===== src/inc/mks_pkg.sv =====
package mks_pkg;
	localparam int MKS_ROWS = 8;
	localparam int MKS_COLS = 8;
	localparam int MKS_CYCLES_PER_PHASE = 3;
	localparam int MKS_PHASES = 9;
	localparam logic [3:0] MKS_DONE_PHASE = 4'h8;
	localparam logic [3:0] ADDR_KEY0 = 4'h0;
	localparam logic [3:0] ADDR_KEY1 = 4'h1;
	localparam logic [3:0] ADDR_KEY2 = 4'h2;
	localparam logic [3:0] ADDR_KEY3 = 4'h3;
	localparam logic [3:0] ADDR_STATUS = 4'h4;
	localparam logic [3:0] ADDR_IRQ_STAT = 4'h5;
	localparam logic [3:0] ADDR_IRQ_MASK = 4'h6;
	localparam int IRQ_ROUND = 0;
	localparam int IRQ_FAULT = 1;
	localparam logic [15:0] KEY_RESET = 16'h0000;
	localparam logic [1:0] IRQ_RESET = 2'h0;
	typedef enum logic [1:0]
	{
		MKS_IDLE = 2'b00,
		MKS_SCAN = 2'b01
	} mks_state_e;
endpackage : mks_pkg


===== src/inc/mks_row_if.sv =====
`timescale 1ns/1ps
`default_nettype none
interface mks_row_if;
	logic       sample;
	logic [2:0] row;
	logic [7:0] lines;
	logic [7:0] rowBits;
	modport ctrl (output sample, output row, output lines, input rowBits);
	modport store (input sample, input row, input lines, output rowBits);
endinterface : mks_row_if
`default_nettype wire


===== src/hdl/mks_scanner.sv =====
`timescale 1ns/1ps
`default_nettype none
module mks_scanner
	import mks_pkg::*;
(
	input  wire logic        clk_sys,
	input  wire logic        reset,
	input  wire logic        execEnable,
	input  wire logic        interlock,
	input  wire logic        destFault,
	input  wire logic [7:0]  returnLineWord,
	output logic      [8:0]  selectLineWord,
	output logic             scanBusyFlag,
	output logic             faultFlag,
	output logic             irq,
	input  wire logic [3:0]  regAddr,
	input  wire logic [15:0] regWdata,
	input  wire logic        regWr,
	input  wire logic        regRd,
	output logic      [15:0] regRdata
);
	import mks_pkg::*;

	////////////////////////////////////////////////////////////////////////
	// Input synchronisers: pins are asynchronous to clk_sys
	logic [7:0] retMeta_reg;
	logic [7:0] retSync_reg;
	logic [2:0] ctlMeta_reg;
	logic [2:0] ctlSync_reg;

	always_ff @(posedge clk_sys)
	begin
		if (reset)
		begin
			retMeta_reg <= 8'h00;
			retSync_reg <= 8'h00;
			ctlMeta_reg <= 3'h0;
			ctlSync_reg <= 3'h0;
		end
		else
		begin
			retMeta_reg <= returnLineWord;
			retSync_reg <= retMeta_reg;
			ctlMeta_reg <= {destFault, interlock, execEnable};
			ctlSync_reg <= ctlMeta_reg;
		end
	end

	wire enSync   = ctlSync_reg[0];
	wire lockSync = ctlSync_reg[1];
	wire faultIn  = ctlSync_reg[2];
	wire runNow   = enSync && !lockSync;

	////////////////////////////////////////////////////////////////////////
	// Phase sequencer
	mks_state_e state_reg;
	mks_state_e state_next;
	logic [3:0] phase_reg;
	logic [3:0] phase_next;
	logic [1:0] tick_reg;
	logic [1:0] tick_next;

	wire lastTick  = (tick_reg == 2'(MKS_CYCLES_PER_PHASE - 1));
	wire lastPhase = (phase_reg == MKS_DONE_PHASE);
	// Sample on last cycle of a row so the matrix has settled
	wire doSample  = runNow && state_reg == MKS_SCAN && lastTick
		&& !lastPhase;
	wire roundDone = runNow && state_reg == MKS_SCAN && lastTick
		&& lastPhase;

	always_comb
	begin
		state_next = state_reg;
		phase_next = phase_reg;
		tick_next  = tick_reg;
		unique case (state_reg)
			MKS_IDLE:
			begin
				if (runNow)
				begin
					state_next = MKS_SCAN;
					phase_next = 4'h0;
					tick_next  = 2'h0;
				end
			end
			MKS_SCAN:
			begin
				if (!runNow)
					state_next = state_reg;
				else if (!lastTick)
					tick_next = tick_reg + 2'h1;
				else
				begin
					tick_next  = 2'h0;
					phase_next = lastPhase ? 4'h0 : phase_reg + 4'h1;
				end
			end
			default:
				state_next = MKS_IDLE;
		endcase
	end

	always_ff @(posedge clk_sys)
	begin
		if (reset)
		begin
			state_reg <= MKS_IDLE;
			phase_reg <= 4'h0;
			tick_reg  <= 2'h0;
		end
		else
		begin
			state_reg <= state_next;
			phase_reg <= phase_next;
			tick_reg  <= tick_next;
		end
	end

	////////////////////////////////////////////////////////////////////////
	// Outputs: one-hot select word, held when execEnable drops, cleared to zero by interlock
	logic [8:0] select_reg;
	logic [8:0] select_next;
	logic       busy_reg;
	logic       fault_reg;

	always_comb
	begin
		select_next = select_reg;
		if (runNow && state_next == MKS_SCAN)
			select_next = 9'h001 << phase_next;
		else if (lockSync)
			select_next = 9'h000;
	end

	always_ff @(posedge clk_sys)
	begin
		if (reset)
		begin
			select_reg <= 9'h000;
			busy_reg   <= 1'b0;
			fault_reg  <= 1'b0;
		end
		else
		begin
			select_reg <= select_next;
			busy_reg   <= runNow;
			fault_reg  <= runNow && faultIn;
		end
	end

	assign selectLineWord = select_reg;
	assign scanBusyFlag   = busy_reg;
	assign faultFlag      = fault_reg;

	////////////////////////////////////////////////////////////////////////
	// Key storage
	mks_row_if rowBus ();
	logic [63:0] keyBits;

	// Fault blocks the write: destination is invalid
	assign rowBus.sample = doSample && !faultIn;
	assign rowBus.row    = phase_reg[2:0];
	assign rowBus.lines  = retSync_reg;

	mks_key_store u_store (
		.clk_sys (clk_sys),
		.reset   (reset),
		.rowBus  (rowBus.store),
		.keyBits (keyBits)
	);

	////////////////////////////////////////////////////////////////////////
	// Interrupts: set wins over write-one-clear
	logic [1:0] irqStat_reg;
	logic [1:0] irqMask_reg;
	logic       irq_reg;
	logic [15:0] rdata_reg;

	wire [1:0] irqEvents = {runNow && faultIn, roundDone};
	wire wrStat = regWr && regAddr == ADDR_IRQ_STAT;
	wire wrMask = regWr && regAddr == ADDR_IRQ_MASK;
	wire [1:0] statClr = wrStat ? regWdata[1:0] : 2'h0;
	wire [1:0] statNext = (irqStat_reg & ~statClr) | irqEvents;

	always_ff @(posedge clk_sys)
	begin
		if (reset)
		begin
			irqStat_reg <= IRQ_RESET;
			irqMask_reg <= IRQ_RESET;
			irq_reg     <= 1'b0;
		end
		else
		begin
			irqStat_reg <= statNext;
			if (wrMask)
				irqMask_reg <= regWdata[1:0];
			irq_reg <= |(statNext & (wrMask ? regWdata[1:0] : irqMask_reg));
		end
	end

	assign irq = irq_reg;

	////////////////////////////////////////////////////////////////////////
	// Register read port, data one cycle after strobe
	logic [15:0] rdMux;

	always_comb
	begin
		unique case (regAddr)
			ADDR_KEY0:     rdMux = keyBits[15:0];
			ADDR_KEY1:     rdMux = keyBits[31:16];
			ADDR_KEY2:     rdMux = keyBits[47:32];
			ADDR_KEY3:     rdMux = keyBits[63:48];
			ADDR_STATUS:   rdMux = {13'h0000, select_reg[8], fault_reg, busy_reg};
			ADDR_IRQ_STAT: rdMux = {14'h0000, irqStat_reg};
			ADDR_IRQ_MASK: rdMux = {14'h0000, irqMask_reg};
			default:       rdMux = 16'h0000;
		endcase
	end

	always_ff @(posedge clk_sys)
	begin
		if (reset)
			rdata_reg <= KEY_RESET;
		else
			rdata_reg <= regRd ? rdMux : 16'h0000;
	end

	assign regRdata = rdata_reg;
endmodule : mks_scanner
`default_nettype wire


===== src/hdl/mks_key_store.sv =====
`timescale 1ns/1ps
`default_nettype none
module mks_key_store
	import mks_pkg::*;
(
	input  wire logic  clk_sys,
	input  wire logic  reset,
	mks_row_if.store   rowBus,
	output logic [63:0] keyBits
);
	logic [63:0] keys_reg;

	assign keyBits = keys_reg;
	assign rowBus.rowBits = keys_reg[rowBus.row*8 +: 8];

	genvar r;
	generate
		for (r = 0; r < MKS_ROWS; r++)
		begin : g_row
			always_ff @(posedge clk_sys)
			begin
				if (reset)
					keys_reg[r*8 +: 8] <= 8'h00;
				else if (rowBus.sample && rowBus.row == 3'(r))
					keys_reg[r*8 +: 8] <= rowBus.lines;
			end
		end
	endgenerate
endmodule : mks_key_store
`default_nettype wire


===== config.mk =====
export PLATFORM = sky130hd
export DESIGN_NAME = mks_scanner
export DESIGN_NICKNAME = d
export VERILOG_FILES = /design/src/inc/mks_pkg.sv /design/src/inc/mks_row_if.sv /design/src/hdl/mks_scanner.sv /design/src/hdl/mks_key_store.sv
export SDC_FILE = /design/constraint.sdc
export NUM_CORES = 1
export LEC_CHECK = 0
export BUFFER_PORTS_ARGS = -buffer_cell sky130_fd_sc_hd__buf_2
export CORE_ASPECT_RATIO = 1.2
export CORE_UTILIZATION = 40
export DETAILED_ROUTE_END_ITERATION = 6
export GPL_TIMING_DRIVEN = 0
export SLEW_MARGIN = 20
export SYNTH_ARGS = -nofsm -noshare
export SYNTH_HDL_FRONTEND = slang
export SYNTH_SLANG_ARGS = --single-unit

===== constraint.sdc =====
create_clock -name clk_sys -period 2.8 [get_ports clk_sys]
set_input_delay 0.28 -clock clk_sys [delete_from_list [all_inputs] [get_ports clk_sys]]
set_output_delay 0.28 -clock clk_sys [all_outputs]
set_load 0.005 [all_outputs]

# After elaboration in Yosys (flattened, before gate mapping)
# Index checks and enable logic that the tools add are counted.
[op_classes]
reduce_logical = 29
shifts = 1
mux = 16
bitwise_logic = 5
n_eq_ne = 19
n_addsub = 2
[op_table]
columns = ["cell", "count"]
rows = [
  ["$pmux 16 s7", 1],
  ["$logic_and 1x1->1", 18],
  ["$mux 9", 2],
  ["$mux 4", 4],
  ["$eq 3x3->1 const B", 4],
  ["$eq 4x3->1 const B", 3],
  ["$mux 2", 6],
  ["$shl 1x4->9 const A", 1],
  ["$eq 4x2->1 const B", 2],
  ["$pmux 2 s2", 2],
  ["$pmux 4 s2", 1],
  ["$eq 3x2->1 const B", 2],
  ["$add 4x1->4 const B", 1],
  ["$and 2x2->2", 2],
  ["$eq 2x1->1 const B", 2],
  ["$eq 4x1->1 const B", 1],
  ["$eq 4x4->1 const B", 1],
  ["$logic_not 4->1", 1],
  ["$ne 2x2->1 const B", 2],
  ["$reduce_bool 2->1", 2],
  ["$reduce_or 2->1", 2],
  ["$eq 3x1->1 const B", 1],
  ["$logic_not 1->1", 3],
  ["$logic_not 3->1", 1],
  ["7 further kinds", 7],
]
[word_totals]
regBits = 126
output_inout_bits = 28
input_bits = 35

# Depth between registers and ports, before layout
# Gate-level depths: netlist of run 1.
[depth]
word_depth = 8
ltp_mapped = 10

# By module
# A second synthesis of run 1 with hierarchy kept.
[hier_totals]
hier_cells = 556
hier_area_um2 = 5383.9
[modules_own_cells]
columns = ["module", "area_per_inst_um2", "instances", "cells_each"]
rows = [
  ["mks_key_store", 2927.8, 1, 301],
  ["mks_scanner", 2456.1, 1, 255],
]

# Worst setup path after synthesis of run 1
# OpenSTA, ideal clock, no wires.
[synth_timing]
kind = "register to register"
from = "register phase_reg[0]"
to = "register u_store.keys_reg[23] (netlist: u_store.keyBits[23])"
path_stages_with_launch = 11
arrival_time_ns = 2.237
required_ns = 2.668
path_slack_ns = 0.431
n_path_buf = 4
setup_time_ns = 0.132
path_cell_list = "dfxtp_1 > clkbuf_1 > inv_1 > ha_1 > and3b_1 > clkbuf_1 > or4_4 > buf_6 > buf_6 > o31ai_1 > a21oi_1"
[synth_between]
elab_chain_cells = 5
[synth_rtl]
columns = ["item", "line_no", "text"]
rows = [
  ["start: declaration", "mks_scanner.sv:58", "logic [3:0] phase_reg;"],
  ["start signal: assignment", "mks_scanner.sv:114", "phase_reg <= phase_next;"],
  ["$eq 4x4->1", "mks_scanner.sv:64", "wire lastPhase = (phase_reg == MKS_DONE_PHASE);"],
  ["$logic_not 1->1", "mks_scanner.sv:67", "&& !lastPhase;"],
  ["$logic_and 1x1->1", "mks_scanner.sv:67", ""],
  ["$logic_and 1x1->1", "mks_scanner.sv:161", "assign rowBus.sample = doSample && !faultIn;"],
  ["$logic_and 1x1->1 (*)", "mks_key_store.sv:24", "else if (rowBus.sample && rowBus.row == 3'(r))"],
  ["end signal: indexed assignment", "mks_key_store.sv:25", "keys_reg[r*8 +: 8] <= rowBus.lines;"],
  ["end: declaration", "mks_key_store.sv:11", "logic [63:0] keys_reg;"],
]
# Every way passes the cells marked *; elsewhere a longest branch is shown, timed or not.
# A chain may end at the register's enable or synchronous reset.

# Worst setup path after layout of run 1
[layout_timing]
from = "register phase_reg[0]"
to = "register u_store.keys_reg[14] (netlist: u_store.keyBits[14])"
# Same word-level chain as after synthesis.

==> results.md, run 1 <==
- Worst max-slew margin expressed relative to the limit: 30.2%
- Reported leakage power: 2.39 nW
- Clk slew on worst S/H paths: 0.05 ns
- # Max-Cap Violations: 0
- Met2 global-route usage: 35.3%
- Total cell area at the placement stage: around 0.0055 sq mm
- Number of nets in the finished design: 632
- CP Launch Type: register
- Horizontal extent of the die: 105 um
- Cells taking the most area after synthesis: sky130_fd_sc_hd__dfxtp_1 (50%), sky130_fd_sc_hd__mux2i_1 (10%), sky130_fd_sc_hd__nand2_1 (5.2%)
- Net Count, Synth: approximately 570
- Final number of hold-violating endpoints: 0
- Post-Layout Inst Area: ~0.0061 sq mm
- Top FF cell, synth: sky130_fd_sc_hd__dfxtp_1
- Yosys top cell by area: sky130_fd_sc_hd__dfxtp_1
- Chip height: 125 um
- Utilization after layout: 49.9%
- RSZ-0062 raised after global routing: no
- PortBufs: 47
- Crit path cell chain: clkbuf_2 > inv_1 > ha_1 > and3b_1 > clkbuf_1 > or4_4 > buf_6 > buf_6 > o31ai_1 > a21oi_1
- Largest voltage drop on the vdd net: 0.000429 V
- Met1 track utilization from global routing: 24.7%
- Transition time at the pin with the least slew margin: 1.04 ns
- Total design power: 4.16 mW
- Ratio of cells with drive above 1 in the final layout: 15.7%
- Number of instances in the synthesized netlist: 525
- Count of unique library cells instantiated by Yosys: 53
- Critical Path RT: between 3 and 4 ns
- # DRC: 0
- Remaining antenna violation count: 0
- Share of the synthesized area in the top cell type: 50.0%
- Final setup viols: 0
- Post-route setup slack: around 0.27 ns
- Slowest-stage cell, CP: sky130_fd_sc_hd__or4_4
- Placeable core area: between 0.01 and 0.015 sq mm
- Largest net degree at the start of global routing: 17
- Power density relative to cell area: 682 mW/mm^2
- Total die area: 0.0131 sq mm
- Total track usage: around a fifth
- Hold WC Path Type: in2reg
- Sequential cell area fraction in the yosys report: about 50%
- Run status: completed
- Library cell used as clock root buffer: sky130_fd_sc_hd__clkbuf_16
- Async set or reset register ratio after synthesis: 0%
- Number of vias per cell after detailed routing: approximately 5.5
- Count of antenna diodes in the layout: 0
- Hold slack final: just over 0.08 ns
- CTS tree: yes
- Most frequent standard cell in the layout excluding fill and tap cells: sky130_fd_sc_hd__dfxtp_1
- Dominant cell type by count on the critical path: sky130_fd_sc_hd__buf_6
- Final instance count without filler cells: 761
- Number of H-tree levels: 4
- Final worst-path cycle share: 90.5%
- Most frequent cells in the layout: sky130_fd_sc_hd__dfxtp_1 (126), sky130_fd_sc_hd__nand2_1 (70), sky130_fd_sc_hd__buf_2 (51), sky130_fd_sc_hd__mux2i_1 (51), sky130_fd_sc_hd__a21oi_1 (38)
- 1st-iter DRT viols: 192
- Clock buffer count from CTS: 17
- Register bit count reported by yosys: 126
- Vias in the first global route: 4,067
- Number of warnings printed during yosys synthesis: 0
- Growth of design area from synthesis to finish: 20.7%
- Clock tree sinks: 126
- Wire length after detailed routing: 13,200 um
- Worst-skew pair later-pin latency: 0.41 ns
- Via count: ~4,200
- Peak per-stage delay on the critical path: 0.44 ns
- Worst setup path class: reg2reg
- Achievable Freq: 0.395 GHz
- Clock skew: just under 0.009 ns
- Arrival time at the worst endpoint: 2.81 ns
- Global-route wire length before repair: 21,200 um
- Crit path capture type: register
- Final sum of negative setup slack: 0 ns
- GR Util met3: 5.42%
- Fill cell instance count of the final layout: 1,223
- Critical path fanouts, max: 10
- GP Congestion: 0.860
- DR pass1 iterations: 5
- Fin. max-slew vios: 0
- Antenna violations before repair: 0
- Layer with the highest usage: met2
- Post-synth EDFFs: 0
- Setup WS pre-CTS: around 0.042 ns
- Total overflow reported by the global router: 0
- Buffer levels on the longest clock path: 2
- Cell area after technology mapping: 0.00505 sq mm
- Cell Rows: 44
- Post-Syn Area per Cell: between 9 and 10 sq um
- Shortest period the worst path allows: about 2.5 ns
- Average routed wire per standard cell: 17.4 um
- Post-Place Cells: 733
- Flip-flop count of the largest register after layout: 64
- Post-CTS Hold Fix Bufs: 0
- Initial standard-cell utilization of the core: 41.3%
- Estimated wirelength of the detail-placed design: 9300 um
- I/O pin count: 63
[cells in the mapped netlist, types with 4 or more instances]
cell / n
sky130_fd_sc_hd__mux2i_1: 51
sky130_fd_sc_hd__buf_2: 4
sky130_fd_sc_hd__dfxtp_1: 126
sky130_fd_sc_hd__nand2_1: 70
sky130_fd_sc_hd__nor3_1: 8
sky130_fd_sc_hd__a21oi_1: 38
sky130_fd_sc_hd__nand4b_1: 4
sky130_fd_sc_hd__nand3b_1: 5
sky130_fd_sc_hd__o31ai_1: 22
sky130_fd_sc_hd__nor2_1: 21
sky130_fd_sc_hd__ha_1: 6
sky130_fd_sc_hd__nand3_1: 21
sky130_fd_sc_hd__a31oi_1: 4
sky130_fd_sc_hd__a22oi_1: 29
sky130_fd_sc_hd__nor2b_1: 24
sky130_fd_sc_hd__inv_1: 5
sky130_fd_sc_hd__clkbuf_1: 25
[report_power, final]
| part | internal, mW | switching (mW) | total (mW) | leakage [nW] |
|---|---|---|---|---|
| sequential | 1.81 | 0.0141 | 1.83 | 1.02 |
| combinational | 0.0365 | 0.0835 | 0.120 | 1.09 |
| clock | 1.47 | 0.743 | 2.22 | 0.286 |
[layout make-up]
class,count,area (sq um),share of cell area (%)
plain buffers,34,151,2.48
clock buffers,22,484,7.94
clock inverters,6,110,1.81
inverters,8,30.0,0.493
multi-input cells,357,2360,38.7
flip-flops and latches,126,2520,41.4
well taps,161,201,3.30
repair buffers,47,235,3.86
[path summary, 6_finish.rpt]
check / to / from / slack (ns) / depth (start not counted)
max: u_store.keyBits[14] / phase_reg[0] / 0.27 / 10
max reg2reg: u_store.keyBits[14] / phase_reg[0] / 0.27 / 10
min reg2reg: ctlSync_reg[2] / ctlMeta_reg[2] / 0.43 / 1
min: ctlMeta_reg[2] / destFault / 0.08 / 2
[cell families after synthesis]
| logic type | share of synthesized area (%) |
|---|---|
| AND/OR/NAND/NOR | 19.2 |
| flip-flops | 50.0 |
| AO/OA/AOI/OAI | 15.2 |
| multiplexers | 10.6 |
| buffers and inverters | 3.52 |
| adder cells (fa/ha/maj) | 1.49 |
| other | 0.0743 |
[worst max-delay path, delay by kind of cell, from the launching register on]
kind / cells / cell delay, ns
compound gates: 2 / 0.30
simple gates: 2 / 0.63
buf+inv: 5 / 0.82
fa+ha+maj: 1 / 0.28
flops: 1 / 0.35
[timing repair]
action / CTS / global route
endpoints found under the hold margin: 0 / 0
buffers inserted: 0 / 0
resized for setup: 0 / 5
endpoints found under the setup margin: 0 / 34
[metal layers]
| metal | up-vias | share of wire, % |
|---|---|---|
| met1 | 1988 | 43 |
| met4 | 0 | 2.9 |
| met5 | - | 0 |
| met2 | 135 | 49 |
| met3 | 29 | 5.3 |
| li1 | 2021 | - |
(Power assumes the default switching activity.)
==> run 2, diff against run 1 <==
CORE_UTILIZATION = 55   (was 40)
PLACE_DENSITY = 0.76   (was default)
==> results.md, run 2 (synthesized netlist as in run 1, its figures left out) <==
- Run status: completed
- Horizontal extent of the die: 89.5 um
- Total track usage: 29.0%
- Count of cells along the worst hold path: 3
- Buffer levels on the longest clock path: 2
- Transition time at the pin with the least slew margin: roughly 1.2 ns
- PortBufs: 47
- Post-Place Cells: 689
- 1st-iter DRT viols: 362
- Share of power burned in registers: 47.7%
- Remaining antenna violation count: 0
- Internal power of the cells: 2.99 mW
- CP delay by family, top: buffers and inverters
- Largest voltage drop on the vdd net: 0.000350 V
- # DRC: 0
- Final number of hold-violating endpoints: 0
- Arrival time at the worst endpoint: 2.92 ns
- CP Launch Point: phase_reg[0]
- Worst max-slew margin expressed relative to the limit: between 20% and 30%
- Global-route wire length before repair: 20,600 um
- Count of antenna diodes in the layout: 0
- Clk network pwr share: 48.9%
- Initial standard-cell utilization of the core: between 50 and 60%
- Power density relative to cell area: 631 mW/mm^2
- Fill cell instance count of the final layout: about 680
- Number of H-tree levels: 4
- CTS tree: yes
- Placeable core area: 0.00875 sq mm
- Vias in the first global route: 4,144
- I/O pin count: 63
- Worst reg2reg path endpoint: u_store.keyBits[8]
- Worst-skew pair later-pin latency: 0.52 ns
- Fin. max-slew vios: 0
- Achievable Freq: 0.395 GHz
- Total design power: roughly 3.8 mW
- Crit path cell chain: clkbuf_2 > inv_1 > ha_1 > and3b_1 > clkbuf_1 > or4_4 > buf_6 > buf_6 > o31ai_1 > a21oi_1
- Final sum of negative setup slack: 0 ns
- Crit path capture type: register
- Clock buffer count from CTS: 17
- Critical path fanouts, max: 10
- Average routed wire per standard cell: 17.6 um
- Post-CTS setup buffer count: 0
- Chip height: ~110 um
- CP Launch Type: register
- R2R cell count: 10
- Buffer and inverter count on the worst path: 5
- Slowest-stage cell, CP: sky130_fd_sc_hd__or4_4
- Clock tree sinks: 126
- Shortest period the worst path allows: 2.53 ns
- Final setup viols: 0
- Growth of design area from synthesis to finish: 20.0%
- Final worst-path cycle share: between 90% and 100%
- Switching power: 0.831 mW
- Most frequent standard cell in the layout excluding fill and tap cells: sky130_fd_sc_hd__dfxtp_1
- RSZ-0062 raised after global routing: no
- DR pass1 iterations: 6
- Cell Rows: 37
- Total overflow reported by the global router: 0
- Crit Reg-Reg Startpoint: phase_reg[0]
- Total die area: 0.00957 sq mm
- Clk slew on worst S/H paths: 0.06 ns
- Ratio of cells with drive above 1 in the final layout: 15.2%
- Share of total power consumed by net switching: between 20 and 25%
- Worst-case register-to-register setup slack: 0.27 ns
- Path length in cells of the critical path: 10
- Min-Delay Startpoint: regWdata[0]
- Peak per-stage delay on the critical path: around 0.43 ns
- Worst setup path class: reg2reg
- Number of vias per cell after detailed routing: 5.87
- Hold WC Path Type: in2reg
- Critical Path RT: 3.18 ns
- # Max-Cap Violations: 0
- Clock skew: 0.00838 ns
- Hold path endpoint: irqMask_reg[0]
- Final instance count without filler cells: 730
- GP Congestion: 0.891
- Wire length after detailed routing: 12,800 um
- Share of power burned in combinational logic: about 3.4%
- Dominant cell type by count on the critical path: sky130_fd_sc_hd__buf_6
- Setup WS pre-CTS: 0.119 ns
- Estimated wirelength of the detail-placed design: ~8800 um
- Library cell used as clock root buffer: sky130_fd_sc_hd__clkbuf_8
- Via count: about 4,300
- Number of nets in the finished design: roughly 640
- Reported leakage power: 2.40 nW
- Flip-flop count of the largest register after layout: 64
- Antenna violations before repair: 0
- Post-route setup slack: about 0.27 ns
- Largest net degree at the start of global routing: 17
- Most frequent cells in the layout: sky130_fd_sc_hd__dfxtp_1 (126), sky130_fd_sc_hd__nand2_1 (70), sky130_fd_sc_hd__buf_2 (51), sky130_fd_sc_hd__mux2i_1 (51), sky130_fd_sc_hd__a21oi_1 (38)
[run 2: tightest hold or removal path: cells and delay by family]
kind          cells  cell delay (ns)
mux               1             0.08
simple gates      1             0.11
buf+inv           1             0.08
[run 2: worst max path at each step]
stage          slack [ns]                   to
5_1_grt              0.06  u_store.keyBits[14]
3_5_place_dp         0.12   u_store.keyBits[8]
2_1_floorplan        0.43  u_store.keyBits[23]
3_3_place_gp         0.16    selectLineWord[6]
6_report             0.27   u_store.keyBits[8]
4_1_cts              0.09   u_store.keyBits[8]
[run 2: what timing repair did]
item | CTS | global route
setup endpoints to repair | 0 | 24
hold buffers | 11 | 0
gates resized for setup | 0 | 5
hold endpoints to repair | 11 | 0
[run 2: final cells by class]
cell class,instances,area (sq um),share of cell area (%)
Multi-Input combinational cell,357,2360,38.9
Sequential cell,126,2520,41.6
Clock buffer,23,467,7.70
Inverter,8,30.0,0.496
Clock inverter,7,40.0,0.661
Timing Repair Buffer,58,345,5.70
Buffer,34,151,2.50
Tap cell,117,146,2.42
[run 2: metrics by stage]
stage / area, sq um / utilization (%) / hold WS (ns)
finish: 6060 / 69.2 / 0.0759
global route: 6060 / 69.2 / 0.0826
CTS: 6050 / 69.1 / 0.0633
detailed placement: 5430 / 62.1 / 0.424
global placement: 5430 / 62.1 / 0.419
floorplan: 5050 / - / 0.408
[run 2: per-layer routing]
| metal | global-route usage, % | wire length (um) | share of wire, % | up-vias |
|---|---|---|---|---|
| met5 | 0 | 0 | 0 | - |
| met4 | 16.6 | 462 | 3.6 | 0 |
| met3 | 6.47 | 805 | 6.3 | 39 |
| met2 | 48.1 | 6370 | 50 | 178 |
| met1 | 33.8 | 5190 | 40 | 2021 |
| li1 | - | - | - | 2050 |
[run 2: power groups by stage]
stage          Sequential (mW)  Clock (mW)  Combinational [mW]
6_report                  1.83        1.87               0.130
3_3_place_gp              1.86           0               0.114
2_1_floorplan             1.86           0              0.0701
3_5_place_dp              1.86           0               0.116
4_1_cts                   1.83        1.89               0.128
5_1_grt                   1.83        1.98               0.141
